[config.mk]
export PLATFORM = sky130hd
export DESIGN_NAME = slcd_drv
export DESIGN_NICKNAME = d
export VERILOG_FILES = /design/src/rtl/slcd_pkg.sv /design/src/rtl/slcd_drv.sv /design/src/rtl/slcd_mem.sv
export SDC_FILE = /design/constraint.sdc
export NUM_CORES = 1
export LEC_CHECK = 0
export BUFFER_PORTS_ARGS = -buffer_cell sky130_fd_sc_hd__buf_2
export CAP_MARGIN = 20
export CORE_MARGIN = 2
export CORE_UTILIZATION = 55
export DETAILED_ROUTE_END_ITERATION = 7
export GPL_ROUTABILITY_DRIVEN = 0
export HOLD_SLACK_MARGIN = 0.1
export MAX_ROUTING_LAYER = met4
export PLACE_DENSITY = 0.77
export SLEW_MARGIN = 20
export SYNTH_ARGS = -nofsm -noshare
export SYNTH_HDL_FRONTEND = slang
export SYNTH_SLANG_ARGS = --single-unit
[constraint.sdc]
create_clock -name i_core_clk -period 3.85 [get_ports i_core_clk]
set_input_delay 0.1925 -clock i_core_clk [delete_from_list [all_inputs] [get_ports i_core_clk]]
set_output_delay 0.1925 -clock i_core_clk [all_outputs]
set_load 0.05 [all_outputs]
[src/rtl/slcd_pkg.sv]
/*
 * Constants, field positions and types of the four-way multiplexed
 * segment panel driver.
 * Assumes an 8-bit CPU data bus with 16-bit byte addresses.
 */
// How it works
// - display memory is twenty consecutive CPU byte addresses read by scan
// - display bytes unused by segments behave as plain read/write RAM
// - only low four bits stored; upper bits read zero, write zero
// - commons selected in order first to fourth, repeated forever
// - during common n each segment shows bit n: one select
// - segment n fed from the byte at top address minus n
// - commons and segments alternate polarity, no steady DC on pixels
// - full drive only when common and segment both select
// - fixed one-third bias: ground, third, two thirds, full levels
// - segments five to nineteen share pins with ports; others dedicated
// - emulation build: scan clock runs only while gate bit 1 set
// - production build: gate register writes have no effect
// - drive voltage source selectable between internal and external
// - display disabled: every segment drives non-select level, except ground while the gate is closed
// - three-bit field divides main clock by 2^17, 2^16, 2^15, 2^14
// - pin in segment use reads zero as port, ignores port output mode
package slcd_pkg;
    // ------------------------------------------------------------
    // addresses
    // ------------------------------------------------------------
    localparam logic [15:0] DMEM_FIRST   = 16'hFA59;
    localparam logic [15:0] DMEM_LAST    = 16'hFA6C;
    localparam logic [15:0] MODE_ADDR    = 16'hFFB0;
    localparam logic [15:0] PINCTL_ADDR  = 16'hFFB2;
    localparam logic [15:0] GATE_ADDR    = 16'hFF4A;
    // ------------------------------------------------------------
    // fields and reset values
    // ------------------------------------------------------------
    localparam int          DMEM_WORDS   = 20;
    localparam int          DED_SEG      = 5;
    localparam int          EN_BIT       = 7;
    localparam int          SEL_LSB      = 4;
    localparam int          PIN_LSB      = 4;
    localparam int          SUPPLY_BIT   = 0;
    localparam int          GATE_BIT     = 1;
    localparam logic [7:0]  MODE_RST     = 8'h00;
    localparam logic [7:0]  PINCTL_RST   = 8'h00;
    localparam logic        GATE_RST     = 1'b0;
    localparam logic [2:0]  SEL_MAX      = 3'h3;
    localparam logic [3:0]  PIN_ALL      = 4'h8;
    // slowest scan clock is the main clock over 2^17
    localparam int          PRESCALE_LOG2 = 17;
    // ------------------------------------------------------------
    // types
    // ------------------------------------------------------------
    typedef enum logic [1:0] {
        LVL_GND   = 2'h0,
        LVL_THIRD = 2'h1,
        LVL_TWO   = 2'h2,
        LVL_FULL  = 2'h3
    } slcd_level_e;
    typedef enum logic [1:0] {
        PH_COM0 = 2'h0,
        PH_COM1 = 2'h1,
        PH_COM2 = 2'h3,
        PH_COM3 = 2'h2
    } slcd_phase_e;
endpackage : slcd_pkg

[src/rtl/slcd_drv.sv]
/*
 * Four-way multiplexed segment panel driver with its control registers
 * and display memory on the CPU byte bus.
 * Assumes all inputs synchronous to i_core_clk; level codes on the
 * outputs steer an external analog switch bank.
 */
module slcd_drv #(
    parameter bit EMULATION  = 1'b0,
    parameter int PRESCALE_W = slcd_pkg::PRESCALE_LOG2
) (
    input  wire logic        i_core_clk,
    input  wire logic        i_srst,
    input  wire logic [15:0] i_addr,
    input  wire logic        i_wr,
    input  wire logic        i_rd,
    input  wire logic [7:0]  i_wdata,
    output logic      [7:0]  o_rdata,
    output logic             o_rvalid,
    output logic      [7:0]  o_common_outputs,
    output logic      [39:0] o_segment_outputs,
    output logic      [19:0] o_segment_pin_mask,
    input  wire logic [19:0] i_port_in,
    input  wire logic [19:0] i_port_out_en,
    output logic      [19:0] o_port_read,
    output logic      [19:0] o_port_out_en,
    output logic             o_drive_supply_select
);
    localparam int NSEG = slcd_pkg::DMEM_WORDS;
    localparam int PW   = PRESCALE_W;

    generate
        if (PW < 4 || PW > 24) begin : g_bad
            $error("slcd_drv: PRESCALE_W out of range");
        end
    endgenerate

    typedef struct packed {
        logic [7:0]            mode;
        logic [7:0]            pinctl;
        logic                  gate;
        logic [PW-1:0]         div;
        slcd_pkg::slcd_phase_e phase;
        logic                  pol;
        slcd_pkg::slcd_phase_e out_phase;
        logic                  out_pol;
        logic                  run_d;
        logic                  rd_d;
        logic [1:0]            rd_src;
        logic [7:0]            rdata;
        logic                  rvalid;
        logic [7:0]            com;
        logic [39:0]           seg;
        logic [19:0]           mask;
        logic [19:0]           port_rd;
        logic [19:0]           port_oe;
    } slcd_drv_s;

    slcd_drv_s st;
    slcd_drv_s next_st;

    // ------------------------------------------------------------
    // helpers
    // ------------------------------------------------------------
    function automatic logic [1:0] ph_idx(slcd_pkg::slcd_phase_e p);
        case (p)
            slcd_pkg::PH_COM0: ph_idx = 2'h0;
            slcd_pkg::PH_COM1: ph_idx = 2'h1;
            slcd_pkg::PH_COM2: ph_idx = 2'h2;
            slcd_pkg::PH_COM3: ph_idx = 2'h3;
            default:           ph_idx = 2'h0;
        endcase
    endfunction : ph_idx

    // common uses pol as is, segment the inverse; both select gives full
    function automatic logic [1:0] lvl(logic sel, logic p);
        if (p) begin
            lvl = sel ? slcd_pkg::LVL_GND : slcd_pkg::LVL_TWO;
        end else begin
            lvl = sel ? slcd_pkg::LVL_FULL : slcd_pkg::LVL_THIRD;
        end
    endfunction : lvl

    // ------------------------------------------------------------
    // bus decode
    // ------------------------------------------------------------
    logic        dmem_hit;
    logic [4:0]  dmem_idx;
    logic [3:0]  mem_rdata;
    logic [19:0] plane;
    logic [2:0]  sel;
    logic [3:0]  pin_code;
    logic        run;
    logic        tick;
    logic [PW-1:0] div_mask;

    assign dmem_hit = i_addr >= slcd_pkg::DMEM_FIRST &&
                      i_addr <= slcd_pkg::DMEM_LAST;
    assign dmem_idx = 5'(i_addr - slcd_pkg::DMEM_FIRST);
    assign sel      = st.mode[slcd_pkg::SEL_LSB +: 3];
    assign pin_code = st.pinctl[slcd_pkg::PIN_LSB +: 4];

    slcd_mem #(
        .WORDS (NSEG),
        .DW    (4),
        .AW    (5)
    ) u_mem (
        .i_core_clk (i_core_clk),
        .i_srst     (i_srst),
        .i_we       (i_wr && dmem_hit),
        .i_waddr    (dmem_idx),
        .i_wdata    (i_wdata[3:0]),
        .i_raddr    (dmem_idx),
        .o_rdata    (mem_rdata),
        .i_bit      (ph_idx(st.phase)),
        .o_plane    (plane)
    );

    // ------------------------------------------------------------
    // scan clock
    // ------------------------------------------------------------
    // production parts ignore the gate register entirely
    assign run = EMULATION ? st.gate : 1'b1;
    // prohibited clock codes hold the scan rather than guess a rate
    assign div_mask = ({{(PW-1){1'b0}}, 1'b1} << (PW - int'(sel))) -
                      {{(PW-1){1'b0}}, 1'b1};
    assign tick = run && sel <= slcd_pkg::SEL_MAX &&
                  (st.div & div_mask) == div_mask;

    // ------------------------------------------------------------
    // per-pin drive
    // ------------------------------------------------------------
    logic [39:0] seg_next;
    logic [19:0] mask_next;

    generate
        for (genvar n = 0; n < NSEG; n++) begin : g_seg
            // byte at the top address feeds segment 0
            assign seg_next[2*n +: 2] = lvl(st.mode[slcd_pkg::EN_BIT] &&
                plane[NSEG-1-n], !st.out_pol);
            if (n < slcd_pkg::DED_SEG) begin : g_ded
                assign mask_next[n] = 1'b1;
            end else if (n == NSEG - 1) begin : g_last
                assign mask_next[n] = pin_code == slcd_pkg::PIN_ALL;
            end else begin : g_shr
                assign mask_next[n] = pin_code == slcd_pkg::PIN_ALL ||
                    (pin_code != 4'h0 && pin_code < slcd_pkg::PIN_ALL &&
                     n <= 4 + 2 * int'(pin_code));
            end
        end
    endgenerate

    // ------------------------------------------------------------
    // next state
    // ------------------------------------------------------------
    always_comb begin
        next_st = st;
        if (i_wr && i_addr == slcd_pkg::MODE_ADDR) begin
            next_st.mode = {i_wdata[7:4], 4'h0};
        end
        if (i_wr && i_addr == slcd_pkg::PINCTL_ADDR) begin
            next_st.pinctl = {i_wdata[7:4], 3'h0, i_wdata[0]};
        end
        if (EMULATION && i_wr && i_addr == slcd_pkg::GATE_ADDR) begin
            next_st.gate = i_wdata[slcd_pkg::GATE_BIT];
        end
        // stopped clock clears the divider; the phase holds where it stands
        next_st.div = run ? st.div + 1'b1 : '0;
        if (tick) begin
            case (st.phase)
                slcd_pkg::PH_COM0: next_st.phase = slcd_pkg::PH_COM1;
                slcd_pkg::PH_COM1: next_st.phase = slcd_pkg::PH_COM2;
                slcd_pkg::PH_COM2: next_st.phase = slcd_pkg::PH_COM3;
                slcd_pkg::PH_COM3: begin
                    next_st.phase = slcd_pkg::PH_COM0;
                    next_st.pol   = !st.pol;
                end
                default: next_st.phase = slcd_pkg::PH_COM0;
            endcase
        end
        // plane lags phase by one cycle, so the output copy does too
        next_st.out_phase = st.phase;
        next_st.out_pol   = st.pol;
        next_st.run_d     = run;
        for (int c = 0; c < 4; c++) begin
            next_st.com[2*c +: 2] = st.run_d ?
                lvl(ph_idx(st.out_phase) == 2'(c), st.out_pol) :
                slcd_pkg::LVL_GND;
        end
        next_st.seg = st.run_d ? seg_next : '0;
        next_st.mask    = mask_next;
        // same mask as the pin mask register, so both flip on one edge
        next_st.port_rd = i_port_in & ~mask_next;
        next_st.port_oe = i_port_out_en & ~mask_next;
        // read answers two cycles after the request; gate is write-only
        next_st.rd_d = i_rd;
        if (dmem_hit) begin
            next_st.rd_src = 2'h1;
        end else if (i_addr == slcd_pkg::MODE_ADDR) begin
            next_st.rd_src = 2'h2;
        end else if (i_addr == slcd_pkg::PINCTL_ADDR) begin
            next_st.rd_src = 2'h3;
        end else begin
            next_st.rd_src = 2'h0;
        end
        next_st.rvalid = st.rd_d;
        case (st.rd_src)
            2'h1:    next_st.rdata = {4'h0, mem_rdata};
            2'h2:    next_st.rdata = st.mode;
            2'h3:    next_st.rdata = st.pinctl;
            default: next_st.rdata = 8'h00;
        endcase
    end

    always_ff @(posedge i_core_clk) begin
        if (i_srst) begin
            st        <= '0;
            st.mode   <= slcd_pkg::MODE_RST;
            st.pinctl <= slcd_pkg::PINCTL_RST;
            st.gate   <= slcd_pkg::GATE_RST;
        end else begin
            st <= next_st;
        end
    end

    assign o_rdata               = st.rdata;
    assign o_rvalid              = st.rvalid;
    assign o_common_outputs      = st.com;
    assign o_segment_outputs     = st.seg;
    assign o_segment_pin_mask    = st.mask;
    assign o_port_read           = st.port_rd;
    assign o_port_out_en         = st.port_oe;
    assign o_drive_supply_select = st.pinctl[slcd_pkg::SUPPLY_BIT];

    logic [2:0] sel_cnt;
    always_comb begin
        sel_cnt = '0;
        for (int c = 0; c < 4; c++) begin
            // select is an extreme level in either polarity
            sel_cnt = sel_cnt + 3'(
                o_common_outputs[2*c +: 2] == slcd_pkg::LVL_GND ||
                o_common_outputs[2*c +: 2] == slcd_pkg::LVL_FULL);
        end
    end
endmodule : slcd_drv

[src/rtl/slcd_mem.sv]
/*
 * Display memory: one CPU write port, one CPU read port and a bit-plane
 * read port that gives one chosen bit of every word at once.
 * Assumes a single clock and a synchronous active-high reset.
 */
module slcd_mem #(
    parameter int WORDS = 20,
    parameter int DW    = 4,
    parameter int AW    = 5
) (
    input  wire logic              i_core_clk,
    input  wire logic              i_srst,
    input  wire logic              i_we,
    input  wire logic [AW-1:0]     i_waddr,
    input  wire logic [DW-1:0]     i_wdata,
    input  wire logic [AW-1:0]     i_raddr,
    output logic      [DW-1:0]     o_rdata,
    input  wire logic [1:0]        i_bit,
    output logic      [WORDS-1:0]  o_plane
);
    generate
        if (WORDS > (1 << AW) || DW < 4) begin : g_bad
            $error("slcd_mem: address or data width too small");
        end
    endgenerate

    typedef struct packed {
        logic [WORDS-1:0][DW-1:0] ram;
        logic [DW-1:0]            rdata;
        logic [WORDS-1:0]         plane;
    } slcd_mem_s;

    slcd_mem_s st;
    slcd_mem_s next_st;

    always_comb begin
        next_st = st;
        if (i_we && int'(i_waddr) < WORDS) begin
            next_st.ram[i_waddr] = i_wdata;
        end
        next_st.rdata = (int'(i_raddr) < WORDS) ? st.ram[i_raddr] : '0;
        for (int w = 0; w < WORDS; w++) begin
            next_st.plane[w] = st.ram[w][i_bit];
        end
    end

    // ram contents are cleared too, so the panel starts blank
    always_ff @(posedge i_core_clk) begin
        if (i_srst) begin
            st <= '0;
        end else begin
            st <= next_st;
        end
    end

    assign o_rdata = st.rdata;
    assign o_plane = st.plane;
endmodule : slcd_mem

==> results.sh <==
export IMPL_synth_area_um2=10500
export IMPL_routed_wirelength_um=23600
export IMPL_timing_setup_tns_ps=0
export IMPL_hold_viol=0
export IMPL_reg2reg_depth=8
export IMPL_clk_pin_slew_worst_paths_ps=60
export IMPL_hold_class="input port to flip-flop"
export IMPL_dpl_cell_area_um2=10600
export IMPL_p_sw_mw=1.20
export IMPL_grt_pass1_wl_um=36600
export IMPL_worstPathArrival_ps=3010
export IMPL_row_count=50
export IMPL_drt_iter0_markers=441
export IMPL_synth_largest_area_cell="dfxtp_1"
export IMPL_detailed_place_hpwl_um=15700
export IMPL_clock_path_buffers=3
export IMPL_startpoint="sel[1]$_SDFFE_PP0P_"
export IMPL_tightest_slew_ps=1030
export IMPL_r2r_start="sel[1]$_SDFFE_PP0P_"
export IMPL_post_cts_repair_setup_buffers=0
export IMPL_yosys_warnings=0
export IMPL_ys_async_sr_fraction_pct=0
export IMPL_finalMaxSlewViolations=0
export IMPL_r2r_end="next_st[121]$_SDFFE_PP0P_"
export IMPL_startpoint_type="flip-flop"
export IMPL_grt_max_degree=52
export IMPL_max_slew_margin_pct=31.0
export IMPL_fp_coreArea_um2=18700
export IMPL_final_cell_area_um2=11700
export IMPL_drcViolationCount=0
export IMPL_clk_latency_ps=510
export IMPL_overflow=0
export IMPL_grt_pass1_vias=7051
export IMPL_synth_main_ff_cell="dfxtp_1"
export IMPL_die_w_um=142
export IMPL_rrSetupSlack_ps=1230
export IMPL_dieArea_um2=20100
export IMPL_ctsHoldBuffers=38
export IMPL_outcome="complete, no violations"
export IMPL_max_vdd_ir_drop_mv=0.419
export IMPL_antenna_found_initial=0
export IMPL_switching_share_pct=23.7
export IMPL_synthCells=1060
export IMPL_max_cap_viol_count=0
export IMPL_period_share_pct=68.0
export IMPL_clock_fmax_mhz=382
export IMPL_vias=7590
export IMPL_sequentialPowerShare_pct=45.9
export IMPL_layout_common_cells="dfxtp_1, buf_2, nand2_1"
export IMPL_clockPowerShare_pct=45.8
export IMPL_cts_sinks=220
export IMPL_final_common_cell="dfxtp_1"
export IMPL_worst_clock_skew_ps=6.45
export IMPL_rsz0062_at_grt="false"
export IMPL_power_density_nw_per_um2=431
export IMPL_period_minus_slack_ps=2620
export IMPL_cts_buffers=23
export IMPL_syn2layout_area_growth_pct=12.2
export IMPL_cp_endpoint="next_st[121]$_SDFFE_PP0P_"
export IMPL_antenna_left=0
export IMPL_antenna_cells=0
export IMPL_ys_ff_latch=220
export IMPL_yosysSeqAreaShare_pct=42.1
export IMPL_path_max_fanout=8
export IMPL_vias_per_cell=5.50
export IMPL_dieHeight_um=142
export IMPL_pwr_share_comb_pct=8.3
export IMPL_portBuffers=165
export IMPL_cts_root_buf="clkbuf_16"
export IMPL_h_tree_depth=1
export IMPL_wl_per_cell_um=17.1
export IMPL_synth_edff_count=0
export IMPL_synthTopCellsByArea="dfxtp_1, mux2i_1, buf_4, mux4_2, nand2_1"
export IMPL_start_util_pct=55.9
export IMPL_preCtsSetupSlack_ps=929
export IMPL_path_class="flip-flop to flip-flop"
export IMPL_hold_slack_ps=137
export IMPL_finalNetCount=1222
export IMPL_p_int_mw=3.86
export IMPL_setup_viol_count_final=0
export IMPL_p_leak_nw=5.32
export IMPL_ctsResizeCount=0
export IMPL_yosysTopAreaCellShare_pct=42.1
export IMPL_grtUsageTotal_pct=23.4
export IMPL_num_io_pins=186
export IMPL_setup_ws_ps=1230
export IMPL_final_layout_size_suffix_gt1_share_pct=24.3
export IMPL_synth_avg_cell_area_um2=9.87
export IMPL_ys_types=65
export IMPL_first_pass_iters=5
export IMPL_cts_tree="yes"
export IMPL_cp_data_required_time_ps=4240
export IMPL_endpoint_kind="flip-flop"
## stage by stage
step | cells | util (%) | total power, mW
floorplan | 1069 | - | 2.71
global placement | 1303 | 56.5 | 2.75
detailed placement | 1303 | 56.5 | 2.76
CTS | 1380 | 62.8 | 5.08
global route | 1380 | 62.8 | 5.22
finish | 1380 | 62.8 | 5.06
## registers in the layout, indices dropped and copies added, names as in the netlist, 5 cells and up
signal	flops
o_common_outputs	5
o_port_out_en	15
o_port_read	15
o_rdata	8
o_segment_outputs	21
o_segment_pin_mask	16
st	23
u_mem.o_plane	20
u_mem.st	80
## worst max-delay path: stages (launching register included)
cell and delay (ps):
dfxtp_1 510, inv_1 130, ha_1 370, nor3b_1 190
o21ai_0 130, a2111oi_2 400, o21ai_1 240, nor2_1 190
mux2_2 350
## worst min-delay path by stage
| stage | startpoint | end | cells past startpoint | slack, ps |
|---|---|---|---|---|
| global route | i_addr[11] | st[117]$_SDFF_PP0_ | 4 | 170 |
| CTS | i_addr[11] | st[117]$_SDFF_PP0_ | 4 | 130 |
| finish | i_addr[11] | st[117]$_SDFF_PP0_ | 4 | 140 |
| floorplan | i_port_out_en[10] | o_port_out_en[10]$_SDFF_PP0_ | 1 | 310 |
| detailed placement | i_port_in[14] | o_port_read[14]$_SDFF_PP0_ | 2 | 390 |
| global placement | i_port_in[13] | o_port_read[13]$_SDFF_PP0_ | 2 | 390 |
## cell type report
| class | count | area, um^2 |
|---|---|---|
| Fill cell | 1456 | 6960 |
| Multi-Input combinational cell | 658 | 4910 |
| Sequential cell | 220 | 4400 |
| Timing Repair Buffer | 213 | 1280 |
| Clock buffer | 29 | 628 |
| Tap cell | 234 | 293 |
| Clock inverter | 10 | 161 |
| Inverter | 16 | 60.1 |
## kinds of logic after synthesis
group	after synthesis	share of synthesized area, %
buffers and inverters	191	11.3
other	1	0.0358
AO/OA/AOI/OAI	78	5.11
AND/OR/NAND/NOR	367	17.4
flip-flops	220	42.1
multiplexers	141	18.1
XOR/XNOR	40	3.35
adder cells (fa/ha/maj)	22	2.63
## layer usage
| metal | part of all wire [%] | global-route usage, % | wire, um |
|---|---|---|---|
| met5 | 0 | - | 0 |
| met4 | 3.1 | 8.21 | 731 |
| met3 | 5.8 | 2.83 | 1380 |
| met2 | 48 | 38.1 | 11400 |
| met1 | 43 | 30.3 | 10000 |
## Yosys cell counts (2+ instances only)
master / instances
or2_2: 3
a21oi_2: 2
buf_1: 5
a22oi_1: 3
xor2_1: 13
nand3_1: 14
ha_1: 22
mux2i_1: 100
inv_1: 16
a21o_1: 2
o311ai_0: 3
xnor2_1: 27
o21bai_1: 2
clkbuf_2: 3
a21oi_1: 25
nand2b_1: 5
nand4_2: 10
buf_2: 11
mux4_2: 38
and2_1: 44
o211ai_1: 2
nor3_1: 13
a31oi_1: 4
nor2b_1: 13
nand2_1: 138
buf_4: 119
dfxtp_1: 220
clkbuf_1: 37
and3_1: 19
nor3b_1: 2
a211oi_1: 3
a32oi_1: 2
o21ai_1: 2
a221oi_1: 2
mux2_2: 3
nor2_1: 75
o21ai_0: 12
nand4_1: 15
or3_1: 5
## power by group through the flow
stage	clock (mW)	sequential (mW)	combinational (mW)
floorplan	0	2.37	0.334
global placement	0	2.37	0.379
detailed placement	0	2.37	0.384
CTS	2.35	2.32	0.415
global route	2.45	2.32	0.442
finish	2.32	2.32	0.419
Note: power is estimated with default switching activity, not from simulation.
